--- src/ppm_pkg.sv ---
// package of constants for the port pin function mux
package ppm_pkg;
	localparam int FIRST_WIDTH  = 4;
	localparam int SECOND_WIDTH = 8;
	localparam int RTP_WIDTH    = 8;
	localparam int INV_WIDTH    = 6;
	localparam int THIRD_IDX    = 2;
	localparam int TRIG_IDX     = 3;
	localparam int SHUTOFF_IDX  = 0;
	// edge select encoding
	localparam logic [1:0] EDGE_NONE = 2'h0;
	localparam logic [1:0] EDGE_RISE = 2'h1;
	localparam logic [1:0] EDGE_FALL = 2'h2;
	localparam logic [1:0] EDGE_BOTH = 2'h3;
	// reset values
	localparam logic [3:0] DIR_RST  = 4'hf;
	localparam logic [3:0] PU_RST   = 4'h0;
	localparam logic [3:0] CTL_RST  = 4'h0;
	localparam logic [7:0] EDGE_RST = 8'h00;
endpackage : ppm_pkg

--- src/ppm_edge_det.sv ---
// per-pin synchroniser and configurable edge detector
`timescale 1ns/1ns
module ppm_edge_det (
	input  wire logic       clk,
	input  wire logic       rst,
	input  wire logic       pin_in,
	input  wire logic [1:0] edge_sel,
	output logic            level,
	output logic            hit
);
	logic       s1_r;
	logic       s2_r;
	logic       s3_r;
	logic       hit_r;
	logic [2:0] arm_r;
	// no edges until s3 holds a real pin sample, so a high idle pin gives no false edge
	wire  armed = arm_r[2];
	wire  rise = s2_r & ~s3_r & armed;
	wire  fall = ~s2_r & s3_r & armed;
	wire  hit_nxt = ((edge_sel == ppm_pkg::EDGE_RISE) & rise) |
	                ((edge_sel == ppm_pkg::EDGE_FALL) & fall) |
	                ((edge_sel == ppm_pkg::EDGE_BOTH) & (rise | fall));
	always_ff @(posedge clk) begin
		if (rst) begin
			s1_r  <= 1'b0;
			s2_r  <= 1'b0;
			s3_r  <= 1'b0;
			arm_r <= 3'h0;
			hit_r <= 1'b0;
		end else begin
			s1_r  <= pin_in;
			s2_r  <= s1_r;
			s3_r  <= s2_r;
			arm_r <= {arm_r[1:0], 1'b1};
			hit_r <= hit_nxt;
		end
	end
	assign level = s2_r;
	assign hit   = hit_r;
endmodule : ppm_edge_det

--- src/ppm_top.sv ---
// port pin function mux: bidirectional 4-bit port, input-only 8-bit port
`timescale 1ns/1ns
module ppm_top (
	input  wire logic       CLK,
	input  wire logic       RST,
	input  wire logic [3:0] FIRST_PORT_PINS_IN,
	output logic      [3:0] FIRST_PORT_PINS_OUT,
	output logic      [3:0] FIRST_PORT_PINS_OE,
	output logic      [3:0] FIRST_PORT_PULLUP_EN,
	input  wire logic [3:0] FIRST_PORT_DIRECTION_REG_WDATA,
	input  wire logic [3:0] FIRST_PORT_PULLUP_REG_WDATA,
	input  wire logic [3:0] FIRST_PORT_CTL_WDATA,
	input  wire logic [3:0] FIRST_PORT_OUT_WDATA,
	input  wire logic [7:0] EDGE_SEL_WDATA,
	input  wire logic       CFG_WE,
	output logic      [3:0] FIRST_PORT_DIRECTION_REG,
	output logic      [3:0] FIRST_PORT_PULLUP_REG,
	output logic      [3:0] FIRST_PORT_CTL,
	output logic      [3:0] FIRST_PORT_READ,
	output logic      [3:0] EXT_IRQ_INPUTS_REQ,
	output logic            REALTIME_EXT_TRIG,
	output logic            CONVERTER_EXT_TRIGGER,
	output logic            INVERTER_OUTPUT_SHUTOFF,
	input  wire logic [5:0] INV_PATTERN,
	input  wire logic       INV_ENABLE,
	output logic      [5:0] INVERTER_TIMER_OUTPUTS,
	output logic      [5:0] INVERTER_TIMER_OUTPUTS_OE,
	input  wire logic [7:0] SECOND_PORT_PINS,
	output logic      [7:0] SECOND_PORT_READ,
	output logic      [7:0] CONVERTER_ANALOG_INPUTS,
	input  wire logic [7:0] RTP_DATA,
	input  wire logic       RTP_TRIGGER,
	output logic      [7:0] REALTIME_OUTPUT_PINS
);
	// ****************************************
	// configuration registers
	// ****************************************
	logic [3:0] dir_r;
	logic [3:0] pu_r;
	logic [3:0] ctl_r;
	logic [3:0] out_r;
	logic [7:0] edge_r;
	always_ff @(posedge CLK) begin
		if (RST) begin
			dir_r  <= ppm_pkg::DIR_RST;
			pu_r   <= ppm_pkg::PU_RST;
			ctl_r  <= ppm_pkg::CTL_RST;
			out_r  <= 4'h0;
			edge_r <= ppm_pkg::EDGE_RST;
		end else if (CFG_WE) begin
			dir_r  <= FIRST_PORT_DIRECTION_REG_WDATA;
			pu_r   <= FIRST_PORT_PULLUP_REG_WDATA;
			ctl_r  <= FIRST_PORT_CTL_WDATA;
			out_r  <= FIRST_PORT_OUT_WDATA;
			edge_r <= EDGE_SEL_WDATA;
		end
	end

	// ****************************************
	// first port pins and edge detectors
	// ****************************************
	logic [3:0] lvl;
	logic [3:0] hit;
	genvar g;
	generate
		for (g = 0; g < ppm_pkg::FIRST_WIDTH; g++) begin : g_pin
			ppm_edge_det u_det (
				.clk      (CLK),
				.rst      (RST),
				.pin_in   (FIRST_PORT_PINS_IN[g]),
				.edge_sel (edge_r[2*g +: 2]),
				.level    (lvl[g]),
				.hit      (hit[g])
			);
		end
	endgenerate

	// control-mode pins are inputs; dir bit 1 means input
	wire [3:0] oe_nxt   = ~ctl_r & ~dir_r;
	wire [3:0] pu_nxt   = ~ctl_r & pu_r;
	wire [3:0] irq_nxt  = ctl_r & hit;
	wire       rtt_nxt  = irq_nxt[ppm_pkg::THIRD_IDX];
	wire       adt_nxt  = ctl_r[ppm_pkg::TRIG_IDX] & hit[ppm_pkg::TRIG_IDX];
	wire       off_nxt  = ctl_r[ppm_pkg::SHUTOFF_IDX] & lvl[ppm_pkg::SHUTOFF_IDX];
	wire       drv_nxt  = INV_ENABLE & ~off_nxt;

	// ****************************************
	// second port synchroniser
	// ****************************************
	logic [7:0] sp1_r;
	logic [7:0] sp2_r;

	// ****************************************
	// output flops
	// ****************************************
	always_ff @(posedge CLK) begin
		if (RST) begin
			FIRST_PORT_PINS_OUT       <= 4'h0;
			FIRST_PORT_PINS_OE        <= 4'h0;
			FIRST_PORT_PULLUP_EN      <= 4'h0;
			FIRST_PORT_DIRECTION_REG  <= ppm_pkg::DIR_RST;
			FIRST_PORT_PULLUP_REG     <= ppm_pkg::PU_RST;
			FIRST_PORT_CTL            <= ppm_pkg::CTL_RST;
			FIRST_PORT_READ           <= 4'h0;
			EXT_IRQ_INPUTS_REQ        <= 4'h0;
			REALTIME_EXT_TRIG         <= 1'b0;
			CONVERTER_EXT_TRIGGER     <= 1'b0;
			INVERTER_OUTPUT_SHUTOFF   <= 1'b0;
			INVERTER_TIMER_OUTPUTS    <= 6'h00;
			INVERTER_TIMER_OUTPUTS_OE <= 6'h00;
			sp1_r                     <= 8'h00;
			sp2_r                     <= 8'h00;
			SECOND_PORT_READ          <= 8'h00;
			CONVERTER_ANALOG_INPUTS   <= 8'h00;
			REALTIME_OUTPUT_PINS      <= 8'h00;
		end else begin
			FIRST_PORT_PINS_OUT       <= out_r;
			FIRST_PORT_PINS_OE        <= oe_nxt;
			FIRST_PORT_PULLUP_EN      <= pu_nxt;
			FIRST_PORT_DIRECTION_REG  <= dir_r;
			FIRST_PORT_PULLUP_REG     <= pu_r;
			FIRST_PORT_CTL            <= ctl_r;
			FIRST_PORT_READ           <= lvl;
			EXT_IRQ_INPUTS_REQ        <= irq_nxt;
			REALTIME_EXT_TRIG         <= rtt_nxt;
			CONVERTER_EXT_TRIGGER     <= adt_nxt;
			INVERTER_OUTPUT_SHUTOFF   <= off_nxt;
			INVERTER_TIMER_OUTPUTS    <= drv_nxt ? INV_PATTERN : 6'h00;
			INVERTER_TIMER_OUTPUTS_OE <= {6{drv_nxt}};
			sp1_r                     <= SECOND_PORT_PINS;
			sp2_r                     <= sp1_r;
			SECOND_PORT_READ          <= sp2_r;
			CONVERTER_ANALOG_INPUTS   <= sp2_r;
			if (RTP_TRIGGER) begin
				REALTIME_OUTPUT_PINS <= RTP_DATA;
			end
		end
	end

	// ****************************************
	// assertions
	// ****************************************
	property p_oe_port;
		@(posedge CLK) disable iff (RST) 1'b1 |=> FIRST_PORT_PINS_OE == $past(~ctl_r & ~dir_r);
	endproperty
	a_oe_port: assert property (p_oe_port) else $error("pin enable mismatch");
	property p_pullup;
		@(posedge CLK) disable iff (RST) ##1 (FIRST_PORT_PULLUP_EN & FIRST_PORT_CTL) == 4'h0;
	endproperty
	a_pullup: assert property (p_pullup) else $error("pullup in control mode");
	property p_ctl_input;
		@(posedge CLK) disable iff (RST) ##1 (FIRST_PORT_PINS_OE & FIRST_PORT_CTL) == 4'h0;
	endproperty
	a_ctl_input: assert property (p_ctl_input) else $error("control pin driven");
	property p_irq;
		@(posedge CLK) disable iff (RST) EXT_IRQ_INPUTS_REQ[0] |-> $past(ctl_r[0]);
	endproperty
	a_irq: assert property (p_irq) else $error("request while in port mode");
	property p_rtt;
		@(posedge CLK) disable iff (RST) REALTIME_EXT_TRIG == EXT_IRQ_INPUTS_REQ[2];
	endproperty
	a_rtt: assert property (p_rtt) else $error("realtime trigger mismatch");
	property p_shut;
		@(posedge CLK) disable iff (RST) INVERTER_OUTPUT_SHUTOFF |-> INVERTER_TIMER_OUTPUTS_OE == 6'h00;
	endproperty
	a_shut: assert property (p_shut) else $error("inverter driving during shutoff");
	property p_rtp;
		@(posedge CLK) disable iff (RST) !$past(RTP_TRIGGER) |-> $stable(REALTIME_OUTPUT_PINS);
	endproperty
	a_rtp: assert property (p_rtp) else $error("realtime output changed without trigger");
	property p_second;
		@(posedge CLK) disable iff (RST) SECOND_PORT_READ == CONVERTER_ANALOG_INPUTS;
	endproperty
	a_second: assert property (p_second) else $error("second port paths differ");
	property p_dir_in;
		@(posedge CLK) disable iff (RST) (FIRST_PORT_DIRECTION_REG & FIRST_PORT_PINS_OE) == 4'h0;
	endproperty
	a_dir_in: assert property (p_dir_in) else $error("input pin driven");
	property p_rtt_src;
		@(posedge CLK) disable iff (RST) REALTIME_EXT_TRIG |-> FIRST_PORT_CTL[ppm_pkg::THIRD_IDX];
	endproperty
	a_rtt_src: assert property (p_rtt_src) else $error("realtime trigger from port mode pin");
	property p_adt;
		@(posedge CLK) disable iff (RST) CONVERTER_EXT_TRIGGER |-> FIRST_PORT_CTL[ppm_pkg::TRIG_IDX];
	endproperty
	a_adt: assert property (p_adt) else $error("converter trigger from port mode pin");
	property p_shut_cut;
		@(posedge CLK) disable iff (RST)
			off_nxt |=> INVERTER_OUTPUT_SHUTOFF && (INVERTER_TIMER_OUTPUTS | INVERTER_TIMER_OUTPUTS_OE) == 6'h00;
	endproperty
	a_shut_cut: assert property (p_shut_cut) else $error("inverter outputs not cut by shutoff");
	property p_rst_out;
		@(posedge CLK) disable iff (RST) $past(RST) |->
			INVERTER_TIMER_OUTPUTS_OE == 6'h00 && FIRST_PORT_PINS_OE == 4'h0 && FIRST_PORT_PULLUP_EN == 4'h0;
	endproperty
	a_rst_out: assert property (p_rst_out) else $error("pins driven after reset");
	property p_rst_dir;
		@(posedge CLK) disable iff (RST) $past(RST) |->
			FIRST_PORT_DIRECTION_REG == ppm_pkg::DIR_RST && FIRST_PORT_PULLUP_REG == ppm_pkg::PU_RST;
	endproperty
	a_rst_dir: assert property (p_rst_dir) else $error("direction or pullup not reset");
	property p_rtp_load;
		@(posedge CLK) disable iff (RST) RTP_TRIGGER |=> REALTIME_OUTPUT_PINS == $past(RTP_DATA);
	endproperty
	a_rtp_load: assert property (p_rtp_load) else $error("realtime output not loaded on trigger");
	property p_second_sync;
		@(posedge CLK) disable iff (RST) !$past(RST) && !$past(RST, 2) && !$past(RST, 3) |->
			SECOND_PORT_READ == $past(SECOND_PORT_PINS, 3);
	endproperty
	a_second_sync: assert property (p_second_sync) else $error("second port read wrong");
endmodule : ppm_top

--- config.mk ---
export PLATFORM = sky130hd
export DESIGN_NAME = ppm_top
export DESIGN_NICKNAME = d
export VERILOG_FILES = /design/src/ppm_pkg.sv /design/src/ppm_edge_det.sv /design/src/ppm_top.sv
export SDC_FILE = /design/constraint.sdc
export NUM_CORES = 1
export LEC_CHECK = 0
export BUFFER_PORTS_ARGS = -buffer_cell sky130_fd_sc_hd__buf_2
export CORE_MARGIN = 5
export CORE_UTILIZATION = 54
export DETAILED_ROUTE_END_ITERATION = 8
export PLACE_DENSITY = 0.84
export SKIP_LAST_GASP = 1
export SYNTH_ARGS = -nofsm -noshare
export SYNTH_HDL_FRONTEND = slang
export SYNTH_HIERARCHICAL = 1
export SYNTH_SLANG_ARGS = --single-unit
--- constraint.sdc ---
create_clock -name CLK -period 1.5 [get_ports CLK]
set_clock_uncertainty 0.15 [all_clocks]
set_input_delay 0.15 -clock CLK [delete_from_list [all_inputs] [get_ports CLK]]
set_output_delay 0.15 -clock CLK [all_outputs]
set_load 0.05 [all_outputs]
==> impl_results.md <==
- Post-DP HPWL: 4920 microns
- Reg2Reg Depth: 3
- Worst vdd ir: 0.888 mV
- Starting Density: 56.2%
- Synth cell types: 18
- Met3 WL: 463 microns
- Total chip power: 0.00816 W
- Outcome: complete, but fails checks
- Total CTS buffers: 17
- Worst endpoint required time: 1.73 ns
- Layout cells sized above 1: 31.4%
- Die area: 8940 sq um
- Mean area per synthesized cell: 12.0 sq um
- Vias in the first global route: 3,189
- Top sig layer: met4
- WHS: 0.0171 ns
- Final Setup Violations: 2
- Nets: 583
- WHS Path Cells: 3
- Combinational share of power: 10.3%
- Commonest non-fill, non-tap cell in the layout: dfxtp_1
- Total grt overflow: 0
- Met2 wire length: 5260 microns
- Pleak: 2.85 nW
- Clock Tree Buf Depth: 2
- Critical Path Start: RST
- CTS sink count: 124
- End point of the critical path: out_r[1]
- DR WL/cell: 14.8 microns
- Sw Pwr: 0.00198 W
- Area Overhead vs Synth: 53.1%
- Boundary Pins: 126
- Worst Path Max Fanout: 51
- Detail Route Antenna Nets: 0
- DRT Pass-1 Iters: 4
- Hold Path Class: in2reg
- Clock Latency Late Sink: 0.50 ns
- # Max-Cap Violations: 0
- CP arrival: 1.74 ns
- RSZ-0062 raised after global routing: true
- DRC Markers: 0
- # port buffers: 125
- Sequential Power Share: 42.9%
- Cell count after synthesis: 322
- Setup WS post-layout: -0.00491 ns
- Root Buffer: clkbuf_8
- H-tree Lvls: 4
- Count of state elements after synthesis: 124
- Pint: 0.00618 W
- Gr usage total: 22.4%
- DR vias/cell: 4.53
- Via count: 2,890
- Core ar.: 6870 sq um
- Ys Warns: 6
- # rows: 30
- Violated checks: negative setup slack
- Netlist Area Pre-Place: 3860 sq um
- DIE WIDTH: 94.5 microns
- Placed insts: 518
- Worst Setup End Kind: flop
- Chip Height: 94.5 microns
- Finished Layout Cells: 638
- Leading cell types in the layout, fill and taps excluded: dfxtp_1, buf_2, dlygate4sd3_1
- Setup TNS: -0.00660 ns
- Sw Share: 24.3%
- First-pass GRT wire length: 15,200 microns
- R2R Path End: ctl_r[0]
- Worst-Margin Slew: 0.385 ns
- Initial antenna violation count: 0
- Fmax: 664 MHz
- Slew Viols, Final: 0
- Slew Limit Headroom: 74.3%
- Kind of critical path: in2reg
- CP startpoint kind: input port
- Metal-1 WL: 3580 microns
- Largest net degree at the start of global routing: 56
- Final number of hold-violating endpoints: 0
- Net Count, Synth: 377
- Fin crit period: 1.50 ns
- First DRT Iteration DRCs: 68
- Placer Congestion: 0.724
- Register area share after synthesis: 64.3%
- WL final: 9440 microns
- Period utilization: 100%
- R2R Path Start: ctl_r[0]
- CTS tree: built
- Pwr dens: 1380 nW/um^2
- Clock power frac: 46.8%
- Setup slack, reg-to-reg: 0.12 ns
- Clock slew seen by the registers of the worst setup and hold paths: 0.06 ns
## how the worst min path moves through the flow
stage	from	end
final	CFG_WE	dir_r[1]
after global routing	CFG_WE	dir_r[0]
after CTS	CFG_WE	dir_r[3]
after detailed placement	FIRST_PORT_PINS_IN[1]	g_pin[1].u_det/s1_r
after global placement	FIRST_PORT_PINS_IN[1]	g_pin[1].u_det/s1_r
after floorplan	RST	g_pin[0].u_det/arm_r[0]
## Yosys cell counts
library cell	number	area (sq um)
a211o_1	4	35.0
a21oi_1	4	20.0
and2_1	5	31.3
and2b_1	16	120
and2b_2	4	35.0
buf_2	6	30.0
buf_4	18	135
buf_6	4	45.0
dfxtp_1	124	2480
inv_1	4	15.0
mux2i_1	28	280
nand2b_1	4	25.0
nand2b_4	1	13.8
nand3b_1	8	60.1
nor2_1	33	124
nor2b_1	49	307
nor3b_2	6	75.1
or2_1	4	25.0
## power by group through the flow
stage / clock network, W / logic (W) / registers, W
after floorplan: 0 / 0.000275 / 0.00375
after global placement: 0 / 0.000617 / 0.00356
after detailed placement: 0 / 0.000632 / 0.00357
after CTS: 0.00384 / 0.000821 / 0.00350
after global routing: 0.00405 / 0.000898 / 0.00352
final: 0.00382 / 0.000842 / 0.00350
## timing repair
action | 4_1_cts | 5_1_grt
hold buffers | 87 | 0
resized for setup | 0 | 7
setup endpoints to repair | 0 | 21
setup buffers | 0 | 0
hold endpoints to repair | 87 | 0
## kinds of logic after synthesis
group / synth area share, %
flip-flops: 64.3
AND/OR/NAND/NOR: 21.1
multiplexers: 7.26
AO/OA/AOI/OAI: 1.43
buffers and inverters: 5.84
## cell type report
type	instances	area, sq um
Timing Repair Buffer	215	1570
Sequential cell	124	2480
Multi-Input combinational cell	166	1150
Antenna cell	1	2.50
Inverter	4	15.0
Clock buffer	18	418
Tap cell	96	120
Clock inverter	14	149
Fill cell	342	960
## per-stage QoR
step                      utilization, %  worst slack [ns]  instance area (sq um)
final                               86.0          -0.00491                   5910
after detailed placement            64.8             0.354                   4450
after global routing                86.0           -0.0503                   5910
after global placement              64.8             0.400                   4450
after CTS                           85.8            0.0167                   5890
after floorplan                        -             0.227                   3860
## registers in the layout (all words and copies together) (netlist names), 6 cells and up
signal	count
REALTIME_OUTPUT_PINS	8
edge_r	8
sp1_r	8
CONVERTER_ANALOG_INPUTS	8
g_pin.u_det/arm_r	12
sp2_r	8
INVERTER_TIMER_OUTPUTS	6
## per-layer routing
| layer | up-vias | global-route usage (%) |
|---|---|---|
| met4 | 0 | 8.05 |
| met3 | 16 | 6.61 |
| met5 | - | 0 |
| met2 | 81 | 41.7 |
| li1 | 1431 | - |
| met1 | 1362 | 23.9 |
## critical path: stages
cell,delay [ns]
dlygate4sd3_1,0.52
buf_2,0.16
buf_12,0.23
nor2_1,0.09
dlygate4sd3_1,0.57
Power figures use the tool's default switching activity.
